### config.mk
export PLATFORM = sky130hd
export DESIGN_NAME = ocws_top
export DESIGN_NICKNAME = d
export VERILOG_FILES = /design/src/ocws_pkg.sv /design/src/ocws_top.sv
export SDC_FILE = /design/constraint.sdc
export NUM_CORES = 1
export LEC_CHECK = 0
export BUFFER_PORTS_ARGS = -buffer_cell sky130_fd_sc_hd__buf_2
export CAP_MARGIN = 10
export CORE_UTILIZATION = 60
export CTS_CLUSTER_DIAMETER = 40
export DETAILED_ROUTE_END_ITERATION = 10
export PLACE_DENSITY = 0.8
export SYNTH_ARGS = -nofsm -noshare
export SYNTH_HDL_FRONTEND = slang
export SYNTH_SLANG_ARGS = --single-unit
### constraint.sdc
create_clock -name core_clk_i -period 3.7 [get_ports core_clk_i]
set_clock_uncertainty 0.2 [all_clocks]
set_input_delay 0.555 -clock core_clk_i [delete_from_list [all_inputs] [get_ports core_clk_i]]
set_output_delay 0.555 -clock core_clk_i [all_outputs]
set_load 0.01 [all_outputs]
### src/ocws_pkg.sv
// Package with constants, states and carrier types for the overcurrent window sequencer
package ocws_pkg;
    // Timing figures
    localparam int CLK_PERIOD_NS = 100;                       // Core clock period
    localparam int TICK_NS = 10;                              // On-time quantum
    localparam int TICKS_PER_CLK = CLK_PERIOD_NS / TICK_NS;   // Ticks added per clock
    // Widths
    localparam int CODE_W = 6;                                // Trip setting code width
    localparam int REF_W = CODE_W + 1;                        // Doubled reference width
    localparam int TICK_W = 16;                               // On-time tick count width
    // Soft-start accounting
    localparam int SS_STEPS = 32;                             // Steps in one soft-start
    localparam int RETRY_SS = 4;                              // Soft-starts waited on retry
    localparam int WAIT_STEPS = SS_STEPS * RETRY_SS;          // Steps in retry wait
    localparam int WAIT_W = 8;                                // Wait counter width
    // Sized constants
    localparam logic [TICK_W-1:0] TICK_INC = TICK_W'(TICKS_PER_CLK);
    localparam logic [TICK_W-1:0] TICK_ZERO = 16'h0000;
    localparam logic [CODE_W-1:0] CODE_ZERO = 6'h00;
    localparam logic [CODE_W-1:0] CODE_MAX = 6'h3f;
    localparam logic [WAIT_W-1:0] WAIT_ZERO = 8'h00;
    localparam logic [WAIT_W-1:0] WAIT_LAST = WAIT_W'(WAIT_STEPS - 1);
    localparam int WIN_NUM = 3;                               // Window numerator
    localparam int WIN_SHIFT = 2;                             // Window divides by four
    localparam int HALF_SHIFT = 1;                            // Half pulse divides by two

    // Sequencer states
    typedef enum logic [2:0] {
        OCWS_CAPTURE,
        OCWS_RUN,
        OCWS_FINISH,
        OCWS_HALF_ARM,
        OCWS_HALF,
        OCWS_WAIT
    } ocws_state_t;

    // Gate drive pair
    typedef struct packed {
        logic hs;
        logic ls;
    } ocws_gate_t;
endpackage

### src/ocws_top.sv
// Overcurrent window sequencer: on-time window, trip detect, reference and retry sequencing
module ocws_top
    import ocws_pkg::*;
(
    input wire logic core_clk_i,                    // 10 MHz core clock
    input wire logic rstn_i,                        // Synchronous reset, active low
    input wire logic pwm_on_i,                      // High-side demand from PWM logic
    input wire logic sense_cmp_i,                   // Switch node above trip reference
    input wire logic set_cmp_i,                     // Set comparator crossed resistor level
    input wire logic ss_active_i,                   // Soft-start in progress
    input wire logic ss_step_i,                     // One soft-start step pulse
    output logic hs_gate_o,                         // High-side gate drive
    output logic ls_gate_o,                         // Low-side gate drive
    output logic [REF_W-1:0] trip_ref_o,            // Code to trip reference converter
    output logic [CODE_W-1:0] set_dac_o,            // Code to set comparator during capture
    output logic [CODE_W-1:0] trip_setting_code_o,  // Stored trip setting code
    output logic [TICK_W-1:0] window_limit_o,       // Sensing window limit in ticks
    output logic overcurrent_trip_o,                // One-cycle pulse on trip
    output logic retry_start_o                      // One-cycle pulse to start soft-start
);

    // Ceiling-free window computation used at each turn-off outside the half pulse
    function automatic logic [TICK_W-1:0] ocws_three_quarter(input logic [TICK_W-1:0] t);
        logic [TICK_W+1:0] p;
        p = (TICK_W+2)'(t) * (TICK_W+2)'(WIN_NUM);
        return TICK_W'(p >> WIN_SHIFT);
    endfunction

    ocws_state_t state;                 // Sequencer state
    ocws_gate_t gate;                   // Registered gate drive
    logic sense_m, sense_s;             // Sense comparator synchroniser
    logic set_m, set_s;                 // Set comparator synchroniser
    logic pwm_d;                        // Previous PWM demand
    logic [TICK_W-1:0] on_ticks;        // Ticks of the present on-time
    logic [TICK_W-1:0] last_ton;        // Latched final on-time count
    logic [TICK_W-1:0] window_limit;    // Window for the present cycle
    logic [TICK_W-1:0] half_ticks;      // Ticks of the final half pulse
    logic [WAIT_W-1:0] wait_cnt;        // Soft-start steps waited
    logic [CODE_W-1:0] code;            // Trip setting code
    logic [CODE_W-1:0] dac_cnt;         // Capture counter
    logic pwm_rise, pwm_fall;           // PWM edges
    logic in_window;                    // Sense accepted this cycle
    logic trip_hit;                     // Trip detected this cycle
    logic half_done;                    // Half pulse complete

    // Edges of the PWM demand (same clock, no synchroniser)
    assign pwm_rise = pwm_on_i & ~pwm_d;
    assign pwm_fall = ~pwm_on_i & pwm_d;
    // Window is open while the high-side demand is on and inside 3/4 of prior on-time
    assign in_window = pwm_on_i && (on_ticks < window_limit);
    // Trip only in run state while the window is open
    assign trip_hit = (state == OCWS_RUN) && in_window && sense_s;
    assign half_done = half_ticks >= (last_ton >> HALF_SHIFT);

    // Two-stage synchronisers for the comparators
    always_ff @(posedge core_clk_i) begin
        if (!rstn_i) begin
            sense_m <= 1'b0;
            sense_s <= 1'b0;
            set_m <= 1'b0;
            set_s <= 1'b0;
        end else begin
            sense_m <= sense_cmp_i;
            sense_s <= sense_m;
            set_m <= set_cmp_i;
            set_s <= set_m;
        end
    end

    // Previous PWM level
    always_ff @(posedge core_clk_i) begin
        if (!rstn_i) begin
            pwm_d <= 1'b0;
        end else begin
            pwm_d <= pwm_on_i;
        end
    end

    // On-time tick counter: load one clock of ticks at turn-on, count while on, latch at turn-off outside the half pulse
    always_ff @(posedge core_clk_i) begin
        if (!rstn_i) begin
            on_ticks <= TICK_ZERO;
            last_ton <= TICK_ZERO;
        end else if (pwm_rise) begin
            on_ticks <= TICK_INC;
        end else if (pwm_on_i) begin
            on_ticks <= on_ticks + TICK_INC;
        end else if (pwm_fall && state != OCWS_HALF) begin
            last_ton <= on_ticks;
        end
    end

    // Window limit for the following cycle
    always_ff @(posedge core_clk_i) begin
        if (!rstn_i) begin
            window_limit <= TICK_ZERO;
        end else if (pwm_fall && state != OCWS_HALF) begin
            window_limit <= ocws_three_quarter(on_ticks);
        end
    end

    // Trip code capture by counting up until the set comparator crosses
    always_ff @(posedge core_clk_i) begin
        if (!rstn_i) begin
            dac_cnt <= CODE_ZERO;
            code <= CODE_ZERO;
        end else if (state == OCWS_CAPTURE) begin
            if (set_s || dac_cnt == CODE_MAX) begin
                code <= dac_cnt;
            end else begin
                dac_cnt <= dac_cnt + 6'h01;
            end
        end
    end

    // Half pulse tick counter
    always_ff @(posedge core_clk_i) begin
        if (!rstn_i) begin
            half_ticks <= TICK_ZERO;
        end else if (state == OCWS_HALF) begin
            half_ticks <= half_ticks + TICK_INC;
        end else begin
            half_ticks <= TICK_ZERO;
        end
    end

    // Retry wait counts soft-start steps
    always_ff @(posedge core_clk_i) begin
        if (!rstn_i) begin
            wait_cnt <= WAIT_ZERO;
        end else if (state != OCWS_WAIT) begin
            wait_cnt <= WAIT_ZERO;
        end else if (ss_step_i) begin
            wait_cnt <= wait_cnt + 8'h01;
        end
    end

    // Sequencer
    always_ff @(posedge core_clk_i) begin
        if (!rstn_i) begin
            state <= OCWS_CAPTURE;
        end else begin
            case (state)
                // Trip code capture before any switching
                OCWS_CAPTURE: begin
                    if (set_s || dac_cnt == CODE_MAX) begin
                        state <= OCWS_RUN;
                    end
                end
                // Normal switching
                OCWS_RUN: begin
                    if (trip_hit) begin
                        state <= OCWS_FINISH;
                    end
                end
                // Finish present cycle
                OCWS_FINISH: begin
                    if (!pwm_on_i) begin
                        state <= OCWS_HALF_ARM;
                    end
                end
                // Await next turn-on for the half pulse
                OCWS_HALF_ARM: begin
                    if (pwm_on_i) begin
                        state <= OCWS_HALF;
                    end
                end
                // Half-length final pulse
                OCWS_HALF: begin
                    if (half_done) begin
                        state <= OCWS_WAIT;
                    end
                end
                // Both gates off for four soft-starts
                OCWS_WAIT: begin
                    if (ss_step_i && wait_cnt == WAIT_LAST) begin
                        state <= OCWS_RUN;
                    end
                end
                default: begin
                    state <= OCWS_CAPTURE;
                end
            endcase
        end
    end

    // Gate drive, trip and retry pulses
    always_ff @(posedge core_clk_i) begin
        if (!rstn_i) begin
            gate <= '0;
            overcurrent_trip_o <= 1'b0;
            retry_start_o <= 1'b0;
        end else begin
            overcurrent_trip_o <= trip_hit;
            retry_start_o <= (state == OCWS_WAIT) && ss_step_i && (wait_cnt == WAIT_LAST);
            case (state)
                // Follow the PWM while switching; high side held off while awaiting the half pulse
                OCWS_RUN, OCWS_FINISH, OCWS_HALF_ARM: begin
                    gate.hs <= pwm_on_i && state != OCWS_HALF_ARM;
                    gate.ls <= !pwm_on_i;
                end
                // High side on for half of the last on-time
                OCWS_HALF: begin
                    gate.hs <= !half_done;
                    gate.ls <= half_done;
                end
                // Gates off during capture and retry wait
                default: begin
                    gate <= '0;
                end
            endcase
        end
    end

    // Trip reference, doubled during soft-start
    always_ff @(posedge core_clk_i) begin
        if (!rstn_i) begin
            trip_ref_o <= '0;
        end else if (ss_active_i) begin
            trip_ref_o <= {code, 1'b0};
        end else begin
            trip_ref_o <= {1'b0, code};
        end
    end

    assign hs_gate_o = gate.hs;
    assign ls_gate_o = gate.ls;
    assign set_dac_o = dac_cnt;
    assign trip_setting_code_o = code;
    assign window_limit_o = window_limit;
endmodule

* Yosys cells after proc, flatten, opt, wreduce, memory -nomap -nowiden
Cells that the tools add are included.
** Word-level totals
- Bits of input ports :: 7
- Word-level logic and storage cells :: 85
- Register bits :: 103
- Output and inout bits :: 39
** Operators by class
- Bitwise logic cells :: 7
- Multiplexer cells :: 11
- Reduce and logical (&&, ||, !) cells :: 23
- $lt $le $gt $ge :: 2
- Add/sub/neg operators :: 4
- $mul :: 1
- Equality and inequality tests :: 16
** Operator list (count)
- adder 16 x 4 -> 16 bit, second input constant :: 2
- multiplier 16 x 2 -> 18 bit, second input constant :: 1
- two-way mux 3 bit :: 6
- case mux 3 bit (6 select lines) :: 1
- greater-or-equal comparator 16 x 15 -> 1 bit :: 1
- less-than comparator 16 bit :: 1
- != test 2 bit, second input constant :: 5
- adder 8 x 1 -> 8 bit, second input constant :: 1
- == test 8 x 7 -> 1 bit, second input constant :: 1
- logical AND 1 bit :: 8
- two-way mux 4 bit :: 2
- AND reduction 2 bit :: 4
- adder 6 x 1 -> 6 bit, second input constant :: 1
- == test 3 x 2 -> 1 bit, second input constant :: 2
- == test 3 bit, second input constant :: 2
- == test 6 bit, second input constant :: 1
- two-way mux 6 bit :: 1
- != test 3 bit, second input constant :: 2
- AND reduction 6 bit :: 1
- OR reduction 2 bit :: 3
- inverter 1 bit :: 5
- case mux 2 bit (2 select lines) :: 1
- == test 3 x 1 -> 1 bit, second input constant :: 1
- logical NOT 3 bit :: 1
- other kinds (8) :: 10

* Longest topological paths before layout
- Depth in word-level cells :: 6
- Gate-level depth with buffers :: 9
- Gate-level depth less buffers :: 9

* Least setup slack after synthesis
Ideal clock, no wire load.
- Kind :: flip-flop to flip-flop
- From :: reg on_ticks[2]
- To :: reg window_limit[14], in the netlist window_limit_o[14]
- Required time :: 3.373 ns
- Arrival time :: 2.227 ns
- Clock period less this slack :: 2.554 ns
- Path buffers :: 0
- Path slack :: 1.146 ns
- Stages on the path, launching flop included :: 10
- Setup time :: 0.127 ns
- Cell sequence :: dfxtp_1 > ha_1 > inv_1 > fa_1 > o21bai_1 > a221oi_4 > a22oi_2 > a221oi_4 > and4b_1 > or3_1
** On the way
- Word-level cells in the longest chain between the ends :: 1
** RTL lines
- start: declaration :: RTL line ocws_top.sv:34 : logic [TICK_W-1:0] on_ticks;
- start signal: assignment :: RTL line ocws_top.sv:87 : on_ticks <= on_ticks + TICK_INC;
- multiplier 16 x 2 -> 18 bit :: RTL line ocws_top.sv:25 : p = (TICK_W+2)'(t) * (TICK_W+2)'(WIN_NUM);
- end signal: assignment :: RTL line ocws_top.sv:98 : window_limit <= ocws_three_quarter(on_ticks);
- end: declaration :: RTL line ocws_top.sv:36 : logic [TICK_W-1:0] window_limit;
No other way between the ends.
A chain may end at the register's enable or synchronous reset.

* Final worst setup path
- From :: reg on_ticks[2]
- To :: reg window_limit[10], in the netlist window_limit_o[10]
The elaborated chain is that of the path after synthesis.

==> run_results.csv <==
group,metric,value,unit
sta,max_slew.worst_pin.slew,0.580,ns
cts,numClockSinks,100,
sta,max_freq,353,MHz
grt,grt_overflow,0,
yosys,synth_edf_count,0,
final_layout,finalNonFillerCells,758,
hold_path,hold_class,"in2reg",
yosys,ys_seq_elements,100,
yosys,synth_top_area_cell,"dfxtp_1",
yosys,synthCells,612,
grt,grt_pass1_wl,18200,um
cts,clockRootBuffer,"clkbuf_8",
routing,firstDrtPassIters,4,
sta,period_needed,2.84,ns
placed_design,gp_congestion,0.888,
yosys,synth_fp_nets,670,
placed_design,dp_cells,742,
routing,drcViolationCount,0,
critical_path,crit_fanout,7,
cts,clk_path_buf_depth,2,
sta,finalHoldViolCount,0,
placed_design,io_buffer_count,45,
run,maxCapViolCount,0,
hold_path,min_from,"set_cmp_i",
cts,cts_hold_buffers,0,
routing,ant_nets,0,
critical_path,required,3.81,ns
sta,min_period_over_period,76.7,%
routing,drtIter0Drc,242,
power_and_ir_drop,peakVddDrop,0.154,mV
final_layout,drive_above_1_share,11.3,%
yosys,ys.warnings.count,0,
routing,wl,10900,um
sta,finalSetupViolCount,0,
critical_path,r2r-start,"on_ticks[2]",
hold_path,holdPathEnd,"set_m",
cts,cts_setup_buffers,0,
cts,cts_tree,"built",
yosys,synth_flop_cell,"dfxtp_1",
critical_path,reg2reg_depth,9,
power_and_ir_drop,powerDensity,338,nW/um2
routing,post_drt_wl_per_cell,14.4,um
critical_path,r2r-end,"window_limit_o[10]",
yosys,syn_area_per_cell,8.66,um2
routing,via_count,4306,
run_status,status,"finished, final reports clean",
grt,antenna_found_initial,0,
routing,vias_per_cell,5.68,
cts,cts_resized,0,
power_and_ir_drop,p_leak,2.35,nW
critical_path,cp.arrival,2.95,ns
sta,setup_tns,0,ns
sta,relSlewSlack,61.3,%
cts,clk_transition_reported_paths,0.10,ns
final_layout,diodes,0,
floorplan,dieArea,9220,um2
yosys,ys_seq_area_share,37.8,%
grt,grt_max_degree,41,
critical_path,worstSetupEndpointType,"flop",
floorplan,dieHeight,96.0,um
final_layout,nets,706,
floorplan,start_util,63.2,%
critical_path,start_kind,"flop",
hold_path,holdPathStages,2,
cts,clock_latency,0.37,ns
critical_path,path_class,"reg2reg",
floorplan,row_count,33,
yosys,yosys-top-cells-area,"dfxtp_1, ha_1, nand2_1",
floorplan,pin_count,46,
floorplan,core_region_area,8380,um2
sta,rsz0062_at_grt,"no",
yosys,async_reset_ff_share,0,%
grt,grt_use_total,25.2,%
final_layout,areaGrowthSynthToFinish,9.37,%
grt,grt_pass1_vias,4048,
yosys,yosys.area.top_type_share,37.8,%
critical_path,r2r_setup_slack,0.86,ns
cts,htree_levels,3,
cts,cts_buffers,9,
floorplan,dieWidth,96.0,um
yosys,netlist_area,5300,um2
placed_design,place_hpwl,7840,um
yosys,ys_types,54,
sta,finalMaxSlewViolations,0,
==> kinds of logic after synthesis <==
family / share of synthesized area, %
AO/OA/AOI/OAI: 14.0
XOR/XNOR: 6.94
adder cells (fa/ha/maj): 12.2
buffers and inverters: 4.74
flip-flops: 37.8
multiplexers: 2.64
AND/OR/NAND/NOR: 21.7
==> critical path, cell delays in order, from the launching register on <==
cell and delay (ns):
dfxtp_1 0.47, ha_1 0.28, inv_1 0.10, fa_1 0.41
o21bai_1 0.28, a221oi_4 0.12, a22oi_2 0.22, a21oi_1 0.13
or4b_1 0.50, nand3_1 0.07
==> registers in the layout (all words and copies together) (netlist names) <==
name	flops
state	3
hs_gate_o	1
wait_cnt	8
window_limit_o	16
set_s	1
trip_setting_code_o	6
set_dac_o	6
half_ticks	15
sense_s	1
retry_start_o	1
on_ticks	15
overcurrent_trip_o	1
set_m	1
pwm_d	1
sense_m	1
last_ton	15
ls_gate_o	1
trip_ref_o	7
==> synthesized netlist by cell type (all sizes together) (5+ instances only) <==
cell type and n:
dfxtp 100, nand2 70, ha 50, nor2 45
inv 42, o21ai 29, a21oi 28, xor2 24
clkbuf 21, nor2b 21, nand3 19, nand4 18
xnor2 18, a21boi 17, and2 15, mux2i 14
and3 12, or3 7, nor3 6, a21o 5
o211ai 5
==> power by group <==
| group | internal (mW) | switching [mW] | total [mW] |
|---|---|---|---|
| Clock | 0.318 | 0.402 | 0.720 |
| Sequential | 1.09 | 0.0232 | 1.12 |
| Combinational | 0.0534 | 0.0716 | 0.125 |
| Total | 1.46 | 0.497 | 1.96 |
==> cell type report <==
cell class / instances / area, um2
inverters: 42 / 158
multi-input cells: 446 / 3050
clock buffers: 9 / 124
well taps: 105 / 131
clock inverters: 7 / 73.8
flip-flops and latches: 100 / 2000
fillers: 694 / 2580
repair buffers: 49 / 255
==> cell usage in the layout, fill, tap and decap left out, drive strengths merged, types with 19 or more instances in the layout <==
master | synthesis | layout
inv | 42 | 45
nor2b | 21 | 21
nor2 | 45 | 45
a21oi | 28 | 28
buf | 3 | 49
ha | 50 | 50
o21ai | 29 | 29
nand2 | 70 | 70
dfxtp | 100 | 100
xor2 | 24 | 24
nand3 | 19 | 19
==> worst max-delay path by stage <==
stage                          to   startpoint  cells past startpoint
2_1_floorplan  window_limit_o[14]  on_ticks[2]                      9
3_3_place_gp   window_limit_o[14]  on_ticks[2]                      9
3_5_place_dp   window_limit_o[14]  on_ticks[2]                      9
4_1_cts        window_limit_o[10]  on_ticks[2]                      9
5_1_grt        window_limit_o[10]  on_ticks[2]                      9
6_report       window_limit_o[10]  on_ticks[2]                      9
==> through the flow <==
stage	total power [mW]	setup WS (ns)	util (%)	cell area (um2)	hold WS [ns]
6_report	1.96	0.863	69.2	5800	0.184
3_3_place_gp	1.26	0.995	66.8	5600	0.215
3_5_place_dp	1.26	0.930	66.8	5600	0.223
4_1_cts	1.97	0.893	69.2	5800	0.172
5_1_grt	2.03	0.731	69.2	5800	0.171
2_1_floorplan	1.23	1.15	-	5300	0.212
==> layer usage <==
metal,wire length [um],GRT usage (%)
met5,0,0
met4,244,8.58
met3,398,4.58
met2,5290,43.2
met1,4940,31.8
Note: power is estimated with default switching activity, not from simulation.
